`config.mk`:
```
export PLATFORM = sky130hd
export DESIGN_NAME = ncs_dev_flat
export DESIGN_NICKNAME = d
export VERILOG_FILES = /design/src/design/ncs_pkg.sv /design/src/design/ncs_if.sv /design/src/design/ncs_dev.sv /design/src/flat_wrapper.sv
export VERILOG_INCLUDE_DIRS = /design/src /design/src/design
export SDC_FILE = /design/constraint.sdc
export NUM_CORES = 1
export LEC_CHECK = 0
export BUFFER_PORTS_ARGS = -buffer_cell sky130_fd_sc_hd__buf_4
export CORE_UTILIZATION = 62
export DETAILED_ROUTE_END_ITERATION = 7
export GPL_ROUTABILITY_DRIVEN = 0
export MAX_ROUTING_LAYER = met4
export PLACE_DENSITY = 0.95
export SKIP_CTS_REPAIR_TIMING = 1
export SLEW_MARGIN = 20
export SYNTH_ARGS = -nofsm -noshare
export SYNTH_HDL_FRONTEND = slang
export SYNTH_SLANG_ARGS = --single-unit
```
`constraint.sdc`:
```
create_clock -name core_clk -period 6.85 [get_ports core_clk]
set_input_delay 1.37 -clock core_clk [delete_from_list [all_inputs] [get_ports core_clk]]
set_output_delay 1.37 -clock core_clk [all_outputs]
set_load 0.01 [all_outputs]
```
`src/design/ncs_defs.svh`:
```
/*
  constants for the oscillator phase sync and reference divisor block.
  assumes: included by bare name, definitions only.
*/
`ifndef NCS_DEFS_SVH
`define NCS_DEFS_SVH
// ****************************************
// register offsets (byte addresses, device map)
// ****************************************
`define NCS_ADDR_RDIV 12'h217
`define NCS_ADDR_SYNC 12'h219
`define NCS_ADDR_FREQ 12'h220
// ****************************************
// reset values and fields
// ****************************************
`define NCS_RST_RDIV 16'h0000
`define NCS_RST_SYNC 8'h02
`define NCS_RST_FREQ 32'hC0000000
`define NCS_BIT_NEXT 0
`define NCS_BIT_LINK 1
`define NCS_RDIV_MAX 16'h2000
// ****************************************
// controller register map (own port)
// ****************************************
`define NCS_CADDR_CMD 4'h0
`define NCS_CADDR_DATA 4'h1
`define NCS_CADDR_STAT 4'h2
`define NCS_CADDR_RDATA 4'h3
`define NCS_CMD_WR 2'h1
`define NCS_CMD_RD 2'h2
`define NCS_CMD_OP 17:16
`define NCS_CMD_ADDR 11:0
// ****************************************
// device register select codes and pin lanes
// ****************************************
`define NCS_SEL_NONE 2'h0
`define NCS_SEL_RDIV 2'h1
`define NCS_SEL_SYNC 2'h2
`define NCS_SEL_FREQ 2'h3
`define NCS_PIN_N 2
`define NCS_PIN_REF 0
`define NCS_PIN_SYNC 1
`define NCS_PIN_IDLE 2'h2
`endif

```
`src/design/ncs_pkg.sv`:
```
/*
  shared types for the oscillator phase sync block.
  assumes: compiled before every other file.
*/
package ncs_pkg;
  typedef logic [11:0] ncs_addr_t;
  typedef logic [31:0] ncs_word_t;
  typedef enum logic {ncs_enc_8b10b, ncs_enc_64b66b} ncs_enc_t;
endpackage

```
`src/design/ncs_if.sv`:
```
/*
  carrier between the device end and the controller end: register port plus
  the timing pins sysref and sync_n.
  assumes: both ends on core_clk; the testbench instantiates it.
*/
`timescale 1ns/1ps
interface ncs_if;
  import ncs_pkg::*;
  logic [11:0] addr;
  logic [31:0] wdata;
  logic wr;
  logic rd;
  logic [31:0] rdata;
  logic sysref;
  logic sync_n;
  modport dev (input addr, input wdata, input wr, input rd, output rdata,
    input sysref, input sync_n);
  modport ctl (output addr, output wdata, output wr, output rd, input rdata,
    output sysref, output sync_n);
endinterface

```
`src/design/ncs_dev.sv`:
```
/*
  device end: reference divisor, frequency word, phase sync control and the
  phase accumulator of channel a preset 0.
  assumes: sysref and sync_n come from outside and are synchronised here;
  the multiframe boundary pulse and link encoding arrive from link logic on core_clk.
*/
// Implementation choice: the plain strobed port.
`timescale 1ns/1ps
`include "ncs_defs.svh"
module ncs_dev (
  input wire logic core_clk,
  input wire logic srst,
  ncs_if.dev bus,
  input wire logic boundary,
  input wire ncs_pkg::ncs_enc_t enc_mode,
  output logic [31:0] phase_acc,
  output logic phase_init,
  output logic armed,
  output logic link_resync
);
  import ncs_pkg::*;
  // ****************************************
  // pin synchronisers
  // ****************************************
  // sysref idles low and sync_n high; reset loads those levels so no false edge follows
  logic [1:0] pin_in, pin_rst, pin_s, pin_p;
  assign pin_in = {bus.sync_n, bus.sysref};
  assign pin_rst = `NCS_PIN_IDLE;
  genvar gi;
  for (gi = 0; gi < `NCS_PIN_N; gi++) begin : g_pin
    logic m_q, m_d, s_q, s_d, p_q, p_d;
    always_comb begin
      m_d = pin_in[gi];
      s_d = m_q;
      p_d = s_q;
    end
    always_ff @(posedge core_clk) begin
      if (srst) begin
        m_q <= pin_rst[gi];
        s_q <= pin_rst[gi];
        p_q <= pin_rst[gi];
      end else begin
        m_q <= m_d;
        s_q <= s_d;
        p_q <= p_d;
      end
    end
    assign pin_s[gi] = s_q;
    assign pin_p[gi] = p_q;
  end
  logic sr_rise, sy_rise;
  assign sr_rise = pin_s[`NCS_PIN_REF] & ~pin_p[`NCS_PIN_REF];
  assign sy_rise = pin_s[`NCS_PIN_SYNC] & ~pin_p[`NCS_PIN_SYNC];
  // ****************************************
  // registers
  // ****************************************
  logic [15:0] rdiv_q, rdiv_d;
  logic [7:0] sync_q, sync_d;
  logic [31:0] freq_q, freq_d, rdata_q, rdata_d;
  logic zero_seen_q, zero_seen_d, armed_q, armed_d, pend_q, pend_d;
  logic init_q, init_d;
  // ****************************************
  // address decode
  // ****************************************
  // one decode for both strobes keeps the write and read maps identical
  function automatic logic [1:0] reg_sel(input logic [11:0] a);
    if (a == `NCS_ADDR_RDIV) begin
      reg_sel = `NCS_SEL_RDIV;
    end else if (a == `NCS_ADDR_SYNC) begin
      reg_sel = `NCS_SEL_SYNC;
    end else if (a == `NCS_ADDR_FREQ) begin
      reg_sel = `NCS_SEL_FREQ;
    end else begin
      reg_sel = `NCS_SEL_NONE;
    end
  endfunction
  always_comb begin
    rdiv_d = rdiv_q;
    sync_d = sync_q;
    freq_d = freq_q;
    rdata_d = 32'h00000000;
    zero_seen_d = zero_seen_q;
    armed_d = armed_q;
    pend_d = pend_q;
    init_d = 1'b0;
    if (bus.wr) begin
      if (reg_sel(bus.addr) == `NCS_SEL_RDIV) begin
        rdiv_d = bus.wdata[15:0];
      end else if (reg_sel(bus.addr) == `NCS_SEL_SYNC) begin
        sync_d = bus.wdata[7:0];
        // a 1 written with no 0 before it does not arm
        if (!bus.wdata[`NCS_BIT_NEXT]) begin
          zero_seen_d = 1'b1;
        end else if (zero_seen_q) begin
          armed_d = 1'b1;
          zero_seen_d = 1'b0;
        end
      end else if (reg_sel(bus.addr) == `NCS_SEL_FREQ) begin
        freq_d = bus.wdata;
      end
    end
    if (bus.rd) begin
      if (reg_sel(bus.addr) == `NCS_SEL_RDIV) begin
        rdata_d = {16'h0000, rdiv_q};
      end else if (reg_sel(bus.addr) == `NCS_SEL_SYNC) begin
        rdata_d = {24'h000000, sync_q};
      end else if (reg_sel(bus.addr) == `NCS_SEL_FREQ) begin
        rdata_d = freq_q;
      end
    end
    // link-start: a boundary consumes the pending rise; a new rise in that cycle wins
    if (pend_q && boundary) begin
      pend_d = 1'b0;
      init_d = 1'b1;
    end
    if (sync_q[`NCS_BIT_LINK] && sy_rise) begin
      pend_d = 1'b1;
    end
    // arming is consumed by the first edge; later edges fall through
    if (armed_q && sr_rise) begin
      armed_d = 1'b0;
      init_d = 1'b1;
    end
  end
  always_ff @(posedge core_clk) begin
    if (srst) begin
      rdiv_q <= `NCS_RST_RDIV;
      sync_q <= `NCS_RST_SYNC;
      freq_q <= `NCS_RST_FREQ;
      rdata_q <= 32'h00000000;
      zero_seen_q <= 1'b0;
      armed_q <= 1'b0;
      pend_q <= 1'b0;
      init_q <= 1'b0;
    end else begin
      rdiv_q <= rdiv_d;
      sync_q <= sync_d;
      freq_q <= freq_d;
      rdata_q <= rdata_d;
      zero_seen_q <= zero_seen_d;
      armed_q <= armed_d;
      pend_q <= pend_d;
      init_q <= init_d;
    end
  end
  assign bus.rdata = rdata_q;
  // ****************************************
  // phase accumulator
  // ****************************************
  // with a divisor the accumulator wraps modulo rdiv*2^32 scaled; we model it as
  // a fractional remainder counter that adds one lsb every rdiv samples
  logic [31:0] acc_q, acc_d;
  logic [15:0] frac_q, frac_d;
  logic ph_q, ph_d, lr_q, lr_d;
  always_comb begin
    frac_d = frac_q;
    acc_d = acc_q + freq_q;
    if (rdiv_q != `NCS_RST_RDIV) begin
      frac_d = frac_q + 16'h0001;
      if (frac_q >= rdiv_q - 16'h0001) begin
        frac_d = 16'h0000;
        acc_d = acc_q + freq_q + 32'h00000001;
      end
    end else begin
      frac_d = 16'h0000;
    end
    if (init_q) begin
      acc_d = 32'h00000000;
      frac_d = 16'h0000;
    end
    ph_d = init_q;
    // in 64b66b sync_n never reaches the link
    lr_d = (enc_mode == ncs_enc_8b10b) & ~pin_s[`NCS_PIN_SYNC];
  end
  always_ff @(posedge core_clk) begin
    if (srst) begin
      acc_q <= 32'h00000000;
      frac_q <= 16'h0000;
      ph_q <= 1'b0;
      lr_q <= 1'b0;
    end else begin
      acc_q <= acc_d;
      frac_q <= frac_d;
      ph_q <= ph_d;
      lr_q <= lr_d;
    end
  end
  assign phase_acc = acc_q;
  assign phase_init = ph_q;
  assign armed = armed_q;
  assign link_resync = lr_q;
endmodule

```
`src/flat_wrapper.sv`:
```
// flat-port wrapper written by rule: the top's interface ports become plain ports
module ncs_dev_flat import ncs_pkg::*;
  (core_clk, srst, boundary, enc_mode, phase_acc, phase_init, armed, link_resync, bus_addr, bus_wdata, bus_wr, bus_rd, bus_rdata, bus_sysref, bus_sync_n);
  ncs_if bus_i ();
  input wire logic core_clk;
  input wire logic srst;
  input wire logic boundary;
  input wire ncs_pkg::ncs_enc_t enc_mode;
  output logic [31:0] phase_acc;
  output logic phase_init;
  output logic armed;
  output logic link_resync;
  input wire logic [$bits(bus_i.addr)-1:0] bus_addr;
  input wire logic [$bits(bus_i.wdata)-1:0] bus_wdata;
  input wire logic [$bits(bus_i.wr)-1:0] bus_wr;
  input wire logic [$bits(bus_i.rd)-1:0] bus_rd;
  output wire logic [$bits(bus_i.rdata)-1:0] bus_rdata;
  input wire logic [$bits(bus_i.sysref)-1:0] bus_sysref;
  input wire logic [$bits(bus_i.sync_n)-1:0] bus_sync_n;
  assign bus_i.addr = bus_addr;
  assign bus_i.wdata = bus_wdata;
  assign bus_i.wr = bus_wr;
  assign bus_i.rd = bus_rd;
  assign bus_rdata = bus_i.rdata;
  assign bus_i.sysref = bus_sysref;
  assign bus_i.sync_n = bus_sync_n;
  ncs_dev u_core (.core_clk(core_clk), .srst(srst), .bus(bus_i), .boundary(boundary), .enc_mode(enc_mode), .phase_acc(phase_acc), .phase_init(phase_init), .armed(armed), .link_resync(link_resync));
endmodule
```
==> flow_summary.ini, run 1 <==
[run_status]
status = finished clean

[critical_path]
slowest_delay_ns = 0.66
cpMostUsedCell = o21ai_0
required_ns = 7.14
cp_slowest_cell = nor4_2
critical_path_class = reg2reg
cp_cell_sequence = nor4_1 > and3_1 > nand2_1 > xor2_1 > ha_1 > o2111a_1 > a211oi_1 > o21ai_0 > o21ai_0 > nand2b_1 > nor4_2 > and4_1 > and2_1 > nand4_1 > nor3b_2
cp_data_arrival_time_ns = 4.95
cp-start-kind = flip-flop
crit_fanout = 10
path_buf_inv = 0
worst_setup_path_end_kind = flip-flop
path_delay_family = simple AND/OR/NAND/NOR gates

[sta]
finalSetupTns_ns = 0
fin_hold_ws_ns = 0.414
skew_ns = 0.00940
drv_slew = 0
max_slew_margin_pct = 25.5
final_hold_viol_count = 0
setup_ws_ns = 2.19
tightest_slew_ns = 1.11
setup_violations = 0
period_share_pct = 68.0
fmax_ghz = 0.215
rsz0062_at_grt = no
min_period_ns = 4.66

[yosys]
synthArstFlopShare_pct = 0
synth_top_cell_by_area = dfxtp_1
synthFlopType = dfxtp_1
ys_seq_area_share_pct = 37.0
synth.distinct_cells = 81
synth_nets = 1060
synthTopCellsByArea = dfxtp_1 (37%), ha_1 (8.0%), nand2_1 (7.6%)
avgSynthCellArea_um2 = 8.38
synth.top_cell.area_share_pct = 37.0
synth-seq-cells = 148
synth_area_um2 = 8010
postSynthCellCount = 956
ys_warn_count = 0
synth_edf_count = 0

[placement]
dp_hpwl_um = 16100
place_area_um2 = 8970
portBuffers = 118
post-place-cells = 1206
place_ws_ns = 2.43

[clock_tree]
cts_sinks = 148
cts_root_buf = clkbuf_16
clock_latency_ns = 0.43
cts_made_buffers = 17
cts_tree = built
clk_pin_slew_worst_paths_ns = 0.06
h-tree-depth = 4
clockBufferDepth = 2

[layout]
area_growth_pct = 19.5
final_util_pct = 75.9
drive_gt1_share_pct = 18.8
final_common_cell = nand2_1
stdcell_count = 1238
diodes = 0
stdcell_area_um2 = 9570
final_cell_mix = nand2_1 (163), dfxtp_1 (148), buf_4 (121)
nNetsFinal = 1157

[flow_run]
max_cap_viol_count = 0

[detailed_routing]
dr.first_iter.drc_count = 1144
vias = 7750
wl_per_cell_um = 18.4
first_pass_iters = 7
viasPerCell = 6.26
drc = 0
final_antenna_net_count = 0
wl_um = 22700

[pwr]
leakage_nw = 3.94
ir_drop_v = 0.000173
total_power_mw = 1.88
power_density_nw_per_um2 = 196

[floorplanning]
rows = 41
die_y_um = 116
initial_core_util_pct = 63.5
ios = 119
coreArea_um2 = 12600
die-area_um2 = 13400
die-width_um = 116

[global_routing]
grt_pass1_vias = 7288
grt.total_usage_pct = 35.5
antenna_found_initial = 0
grt-ovfl-total = 0
grt_pass1_wl_um = 35500
grt_max_degree = 71

[min_path]
min-delay-path-class = reg2reg
==> final timing paths <==
path,start,endpoint,slack (ns),cells after the start
max,u_core.rdiv_q[2]$_SDFFE_PP0P_,u_core.phase_acc[31]$_SDFF_PP0_,2.19,15
min,u_core.g_pin[1].m_q$_SDFF_PP1_,u_core.g_pin[1].p_d$_SDFF_PP1_,0.41,1
max reg2reg,u_core.rdiv_q[2]$_SDFFE_PP0P_,u_core.phase_acc[31]$_SDFF_PP0_,2.19,15
min reg2reg,u_core.g_pin[1].m_q$_SDFF_PP1_,u_core.g_pin[1].p_d$_SDFF_PP1_,0.41,1
==> area by class of cell <==
class	instances	area, µm²
Inverter	11	41.3
Clock inverter	11	150
Tap cell	172	215
Multi-Input combinational cell	754	4850
Sequential cell	148	2960
Fill cell	856	3050
Clock buffer	21	450
Timing Repair Buffer	121	908
==> registers in the layout, indices dropped and copies added, names as in the netlist <==
register and count:
u_core.bus.rdata 32, u_core.freq_q 32, u_core.phase_acc 32, u_core.frac_q 16, u_core.rdiv_q 16, u_core.sync_q 8
u_core.g_pin.m_q 2, u_core.g_pin.p_d 2, u_core.g_pin.p_q 2, u_core.armed 1, u_core.init_q 1, u_core.link_resync 1
u_core.pend_q 1, u_core.phase_init 1, u_core.zero_seen_q 1
==> worst reg2reg max path: cells and delay by family (launching register included) <==
kind	cells	cell delay (ns)
adder cells (fa/ha/maj)	1	0.38
XOR/XNOR	1	0.15
AND/OR/NAND/NOR	9	3.05
flip-flops	1	0.37
AO/OA/AOI/OAI	4	0.57
==> cell families after synthesis <==
family / count (synthesis) / share of synthesized area (%)
XOR/XNOR: 79 / 9.11
flip-flops: 148 / 37.0
adder cells (fa/ha/maj): 52 / 8.22
AO/OA/AOI/OAI: 200 / 17.1
multiplexers: 2 / 0.250
AND/OR/NAND/NOR: 421 / 25.6
buffers and inverters: 54 / 2.75
==> synth_stat cells, drive strengths merged, types with 8 or more instances <==
master	number
a21o	9
xnor2	42
and2	24
nand3b	8
nor2	100
buf	12
dfxtp	148
a211oi	8
xor2	37
a22oi	8
o21ai	24
nand4	15
nand2	164
and3	11
a222oi	8
clkbuf	31
nand3	27
nor3	20
o21a	11
inv	11
nor4	10
ha	51
a21oi	96
==> routing by layer <==
layer	vias to the layer above	wire length, µm	track usage, %
li1	3551	-	-
met1	3571	8870	41.7
met2	511	10500	55.7
met3	117	2150	6.64
met4	0	1270	23.3
met5	-	0	-
==> report_power, final <==
part	switching, mW	total (mW)	leakage [nW]	internal, mW
clock	0.368	0.953	0.294	0.585
combinational	0.0296	0.0562	2.45	0.0266
sequential	0.00178	0.866	1.19	0.864
No activity file was read; power rests on OpenSTA's default activity.
==> run 2, diff against run 1 <==
--- a/config.mk
+++ b/config.mk
@@ -7,11 +7,11 @@
 export NUM_CORES = 1
 export LEC_CHECK = 0
 export BUFFER_PORTS_ARGS = -buffer_cell sky130_fd_sc_hd__buf_4
-export CORE_UTILIZATION = 62
+export CORE_UTILIZATION = 58
 export DETAILED_ROUTE_END_ITERATION = 7
 export GPL_ROUTABILITY_DRIVEN = 0
 export MAX_ROUTING_LAYER = met4
-export PLACE_DENSITY = 0.95
+export PLACE_DENSITY = 0.91
 export SKIP_CTS_REPAIR_TIMING = 1
 export SLEW_MARGIN = 20
 export SYNTH_ARGS = -nofsm -noshare
==> constraint.sdc (replaced) <==
create_clock -name core_clk -period 4.4 [get_ports core_clk]
set_input_delay 0.88 -clock core_clk [delete_from_list [all_inputs] [get_ports core_clk]]
set_output_delay 0.88 -clock core_clk [all_outputs]
set_load 0.01 [all_outputs]
==> run 2 against run 1 <==
  * The flow now finishes with violations (DRC)
  * Via count decreased by 2.0%
  * Cell count increased by 0.97%
  * Clock power increased by 45%
  * Register-to-register slack got worse by 1.9 ns
  * Flip-flop and latch count unchanged
  * Die area increased by 6.8%
  * Clock skew decreased by 0.0023 ns
  * Global-route usage decreased by 3.3 points
  * First-iteration DRC count decreased by 25%
  * Critical path type unchanged
  * Critical endpoint unchanged
  * Largest cell class unchanged
  * Highest routed layer unchanged
==> flow_summary.ini, run 2 (synthesis results as in run 1) <==
[detailed_routing]
wl_um = 21900
first_pass_iters = 8
viasPerCell = 6.07
drc = 9
final_antenna_net_count = 0
wl_per_cell_um = 17.5
vias = 7593
dr.first_iter.drc_count = 855

[clock_tree]
cts_tree = built
clk_pin_slew_worst_paths_ns = 0.06
clock_latency_ns = 0.43
cts_made_buffers = 17
h-tree-depth = 4
cts_root_buf = clkbuf_16
clockBufferDepth = 2
cts_sinks = 148

[critical_path]
cp_cell_sequence = nor4_1 > buf_4 > and3_1 > nand2_1 > xor2_1 > ha_1 > o2111a_1 > a211oi_1 > o21ai_0 > o21ai_0 > nand2b_1 > nor4_2 > and4_1 > and2_1 > nand4_1 > nor3b_2
cpMostUsedCell = o21ai_0
worst_setup_path_end_kind = flip-flop
cp-start-kind = flip-flop
cp-startpoint = u_core.rdiv_q[2]$_SDFFE_PP0P_
reg2reg_from = u_core.rdiv_q[2]$_SDFFE_PP0P_
critical_path_class = reg2reg
required_ns = 4.69
slowest_delay_ns = 0.43
cp_data_arrival_time_ns = 4.37
path_buf_inv = 1
path_delay_family = simple AND/OR/NAND/NOR gates
crit_fanout = 6
cp_slowest_cell = nor4_2

[min_path]
min-delay-path-class = reg2reg
hold_start = u_core.g_pin[1].m_q$_SDFF_PP1_

[run_status]
status = complete, but fails checks
violations = DRC

[global_routing]
grt_max_degree = 70
grt_pass1_wl_um = 35400
grt_pass1_vias = 7202
grt.total_usage_pct = 32.2
grt-ovfl-total = 0
antenna_found_initial = 0

[floorplanning]
die-width_um = 120
coreArea_um2 = 13300
die_y_um = 120
initial_core_util_pct = 60.0
rows = 42
die-area_um2 = 14300
ios = 119

[flow_run]
max_cap_viol_count = 0

[sta]
skew_ns = 0.00714
rsz0062_at_grt = no
min_period_ns = 4.08
setup_ws_ns = 0.319
setup_violations = 0
period_share_pct = 92.8
finalSetupTns_ns = 0
tightest_slew_ns = 1.06
max_slew_margin_pct = 29.1
final_hold_viol_count = 0
fmax_ghz = 0.245
drv_slew = 0

[layout]
diodes = 0
area_growth_pct = 19.9
final_common_cell = nand2_1
nNetsFinal = 1165
stdcell_area_um2 = 9600
stdcell_count = 1250
drive_gt1_share_pct = 19.5
final_cell_mix = nand2_1 (163), dfxtp_1 (148), buf_4 (129)

[placement]
place_ws_ns = 0.541
place_area_um2 = 9030
dp_hpwl_um = 15700
portBuffers = 118
post-place-cells = 1218

[pwr]
power_density_nw_per_um2 = 293
p_switching_uw = 635
clockPowerShare_pct = 49.1
ir_drop_v = 0.000294
comb_power_share_pct = 3.0
internal_power_mw = 2.18
leakage_nw = 3.94
total_power_mw = 2.82
swShare_pct = 22.5
pwr-share-seq_pct = 47.9
[run 2: changes by cell type in the layout (fill, tap and decap cells not counted), sizes merged]
cell	delta
buf	+8
clkbuf	-3
bufinv	-2
inv	-1
clkinvlp	+6
[run 2: worst paths after layout]
path                                                         to  slack (ns)  depth (start not counted)
worst max-delay path            u_core.phase_acc[31]$_SDFF_PP0_        0.32                         16
worst min-delay path             u_core.g_pin[1].p_d$_SDFF_PP1_        0.42                          1
worst max register to register  u_core.phase_acc[31]$_SDFF_PP0_        0.32                         16
worst min register to register   u_core.g_pin[1].p_d$_SDFF_PP1_        0.42                          1
[run 2: power groups by stage]
stage,logic (mW),clock network [mW],registers [mW]
after floorplan,0.0312,0,1.38
after global placement,0.0827,0,1.38
after detailed placement,0.0836,0,1.38
after CTS,0.0844,1.40,1.35
after global routing,0.0914,1.46,1.35
final,0.0851,1.38,1.35
[run 2: stage by stage]
stage	hold WS, ns	util, %
after floorplan	0.389	-
after global placement	0.396	67.7
after detailed placement	0.407	67.7
after CTS	0.425	71.9
after global routing	0.450	71.9
final	0.419	71.9
[run 2: area by class of cell]
class	count	area, µm²
inverters	11	41.3
multi-input cells	754	4840
fillers	973	3750
flip-flops and latches	148	2960
repair buffers	129	968
well taps	176	220
clock buffers	18	439
clock inverters	14	131
[run 2: routing by layer]
layer | up-vias | track usage (%) | share of wire [%]
met5 | - | - | 0
met4 | 0 | 12.8 | 3.5
met3 | 89 | 7.75 | 8.4
met2 | 438 | 52.6 | 48
met1 | 3493 | 38.2 | 40
li1 | 3573 | - | -
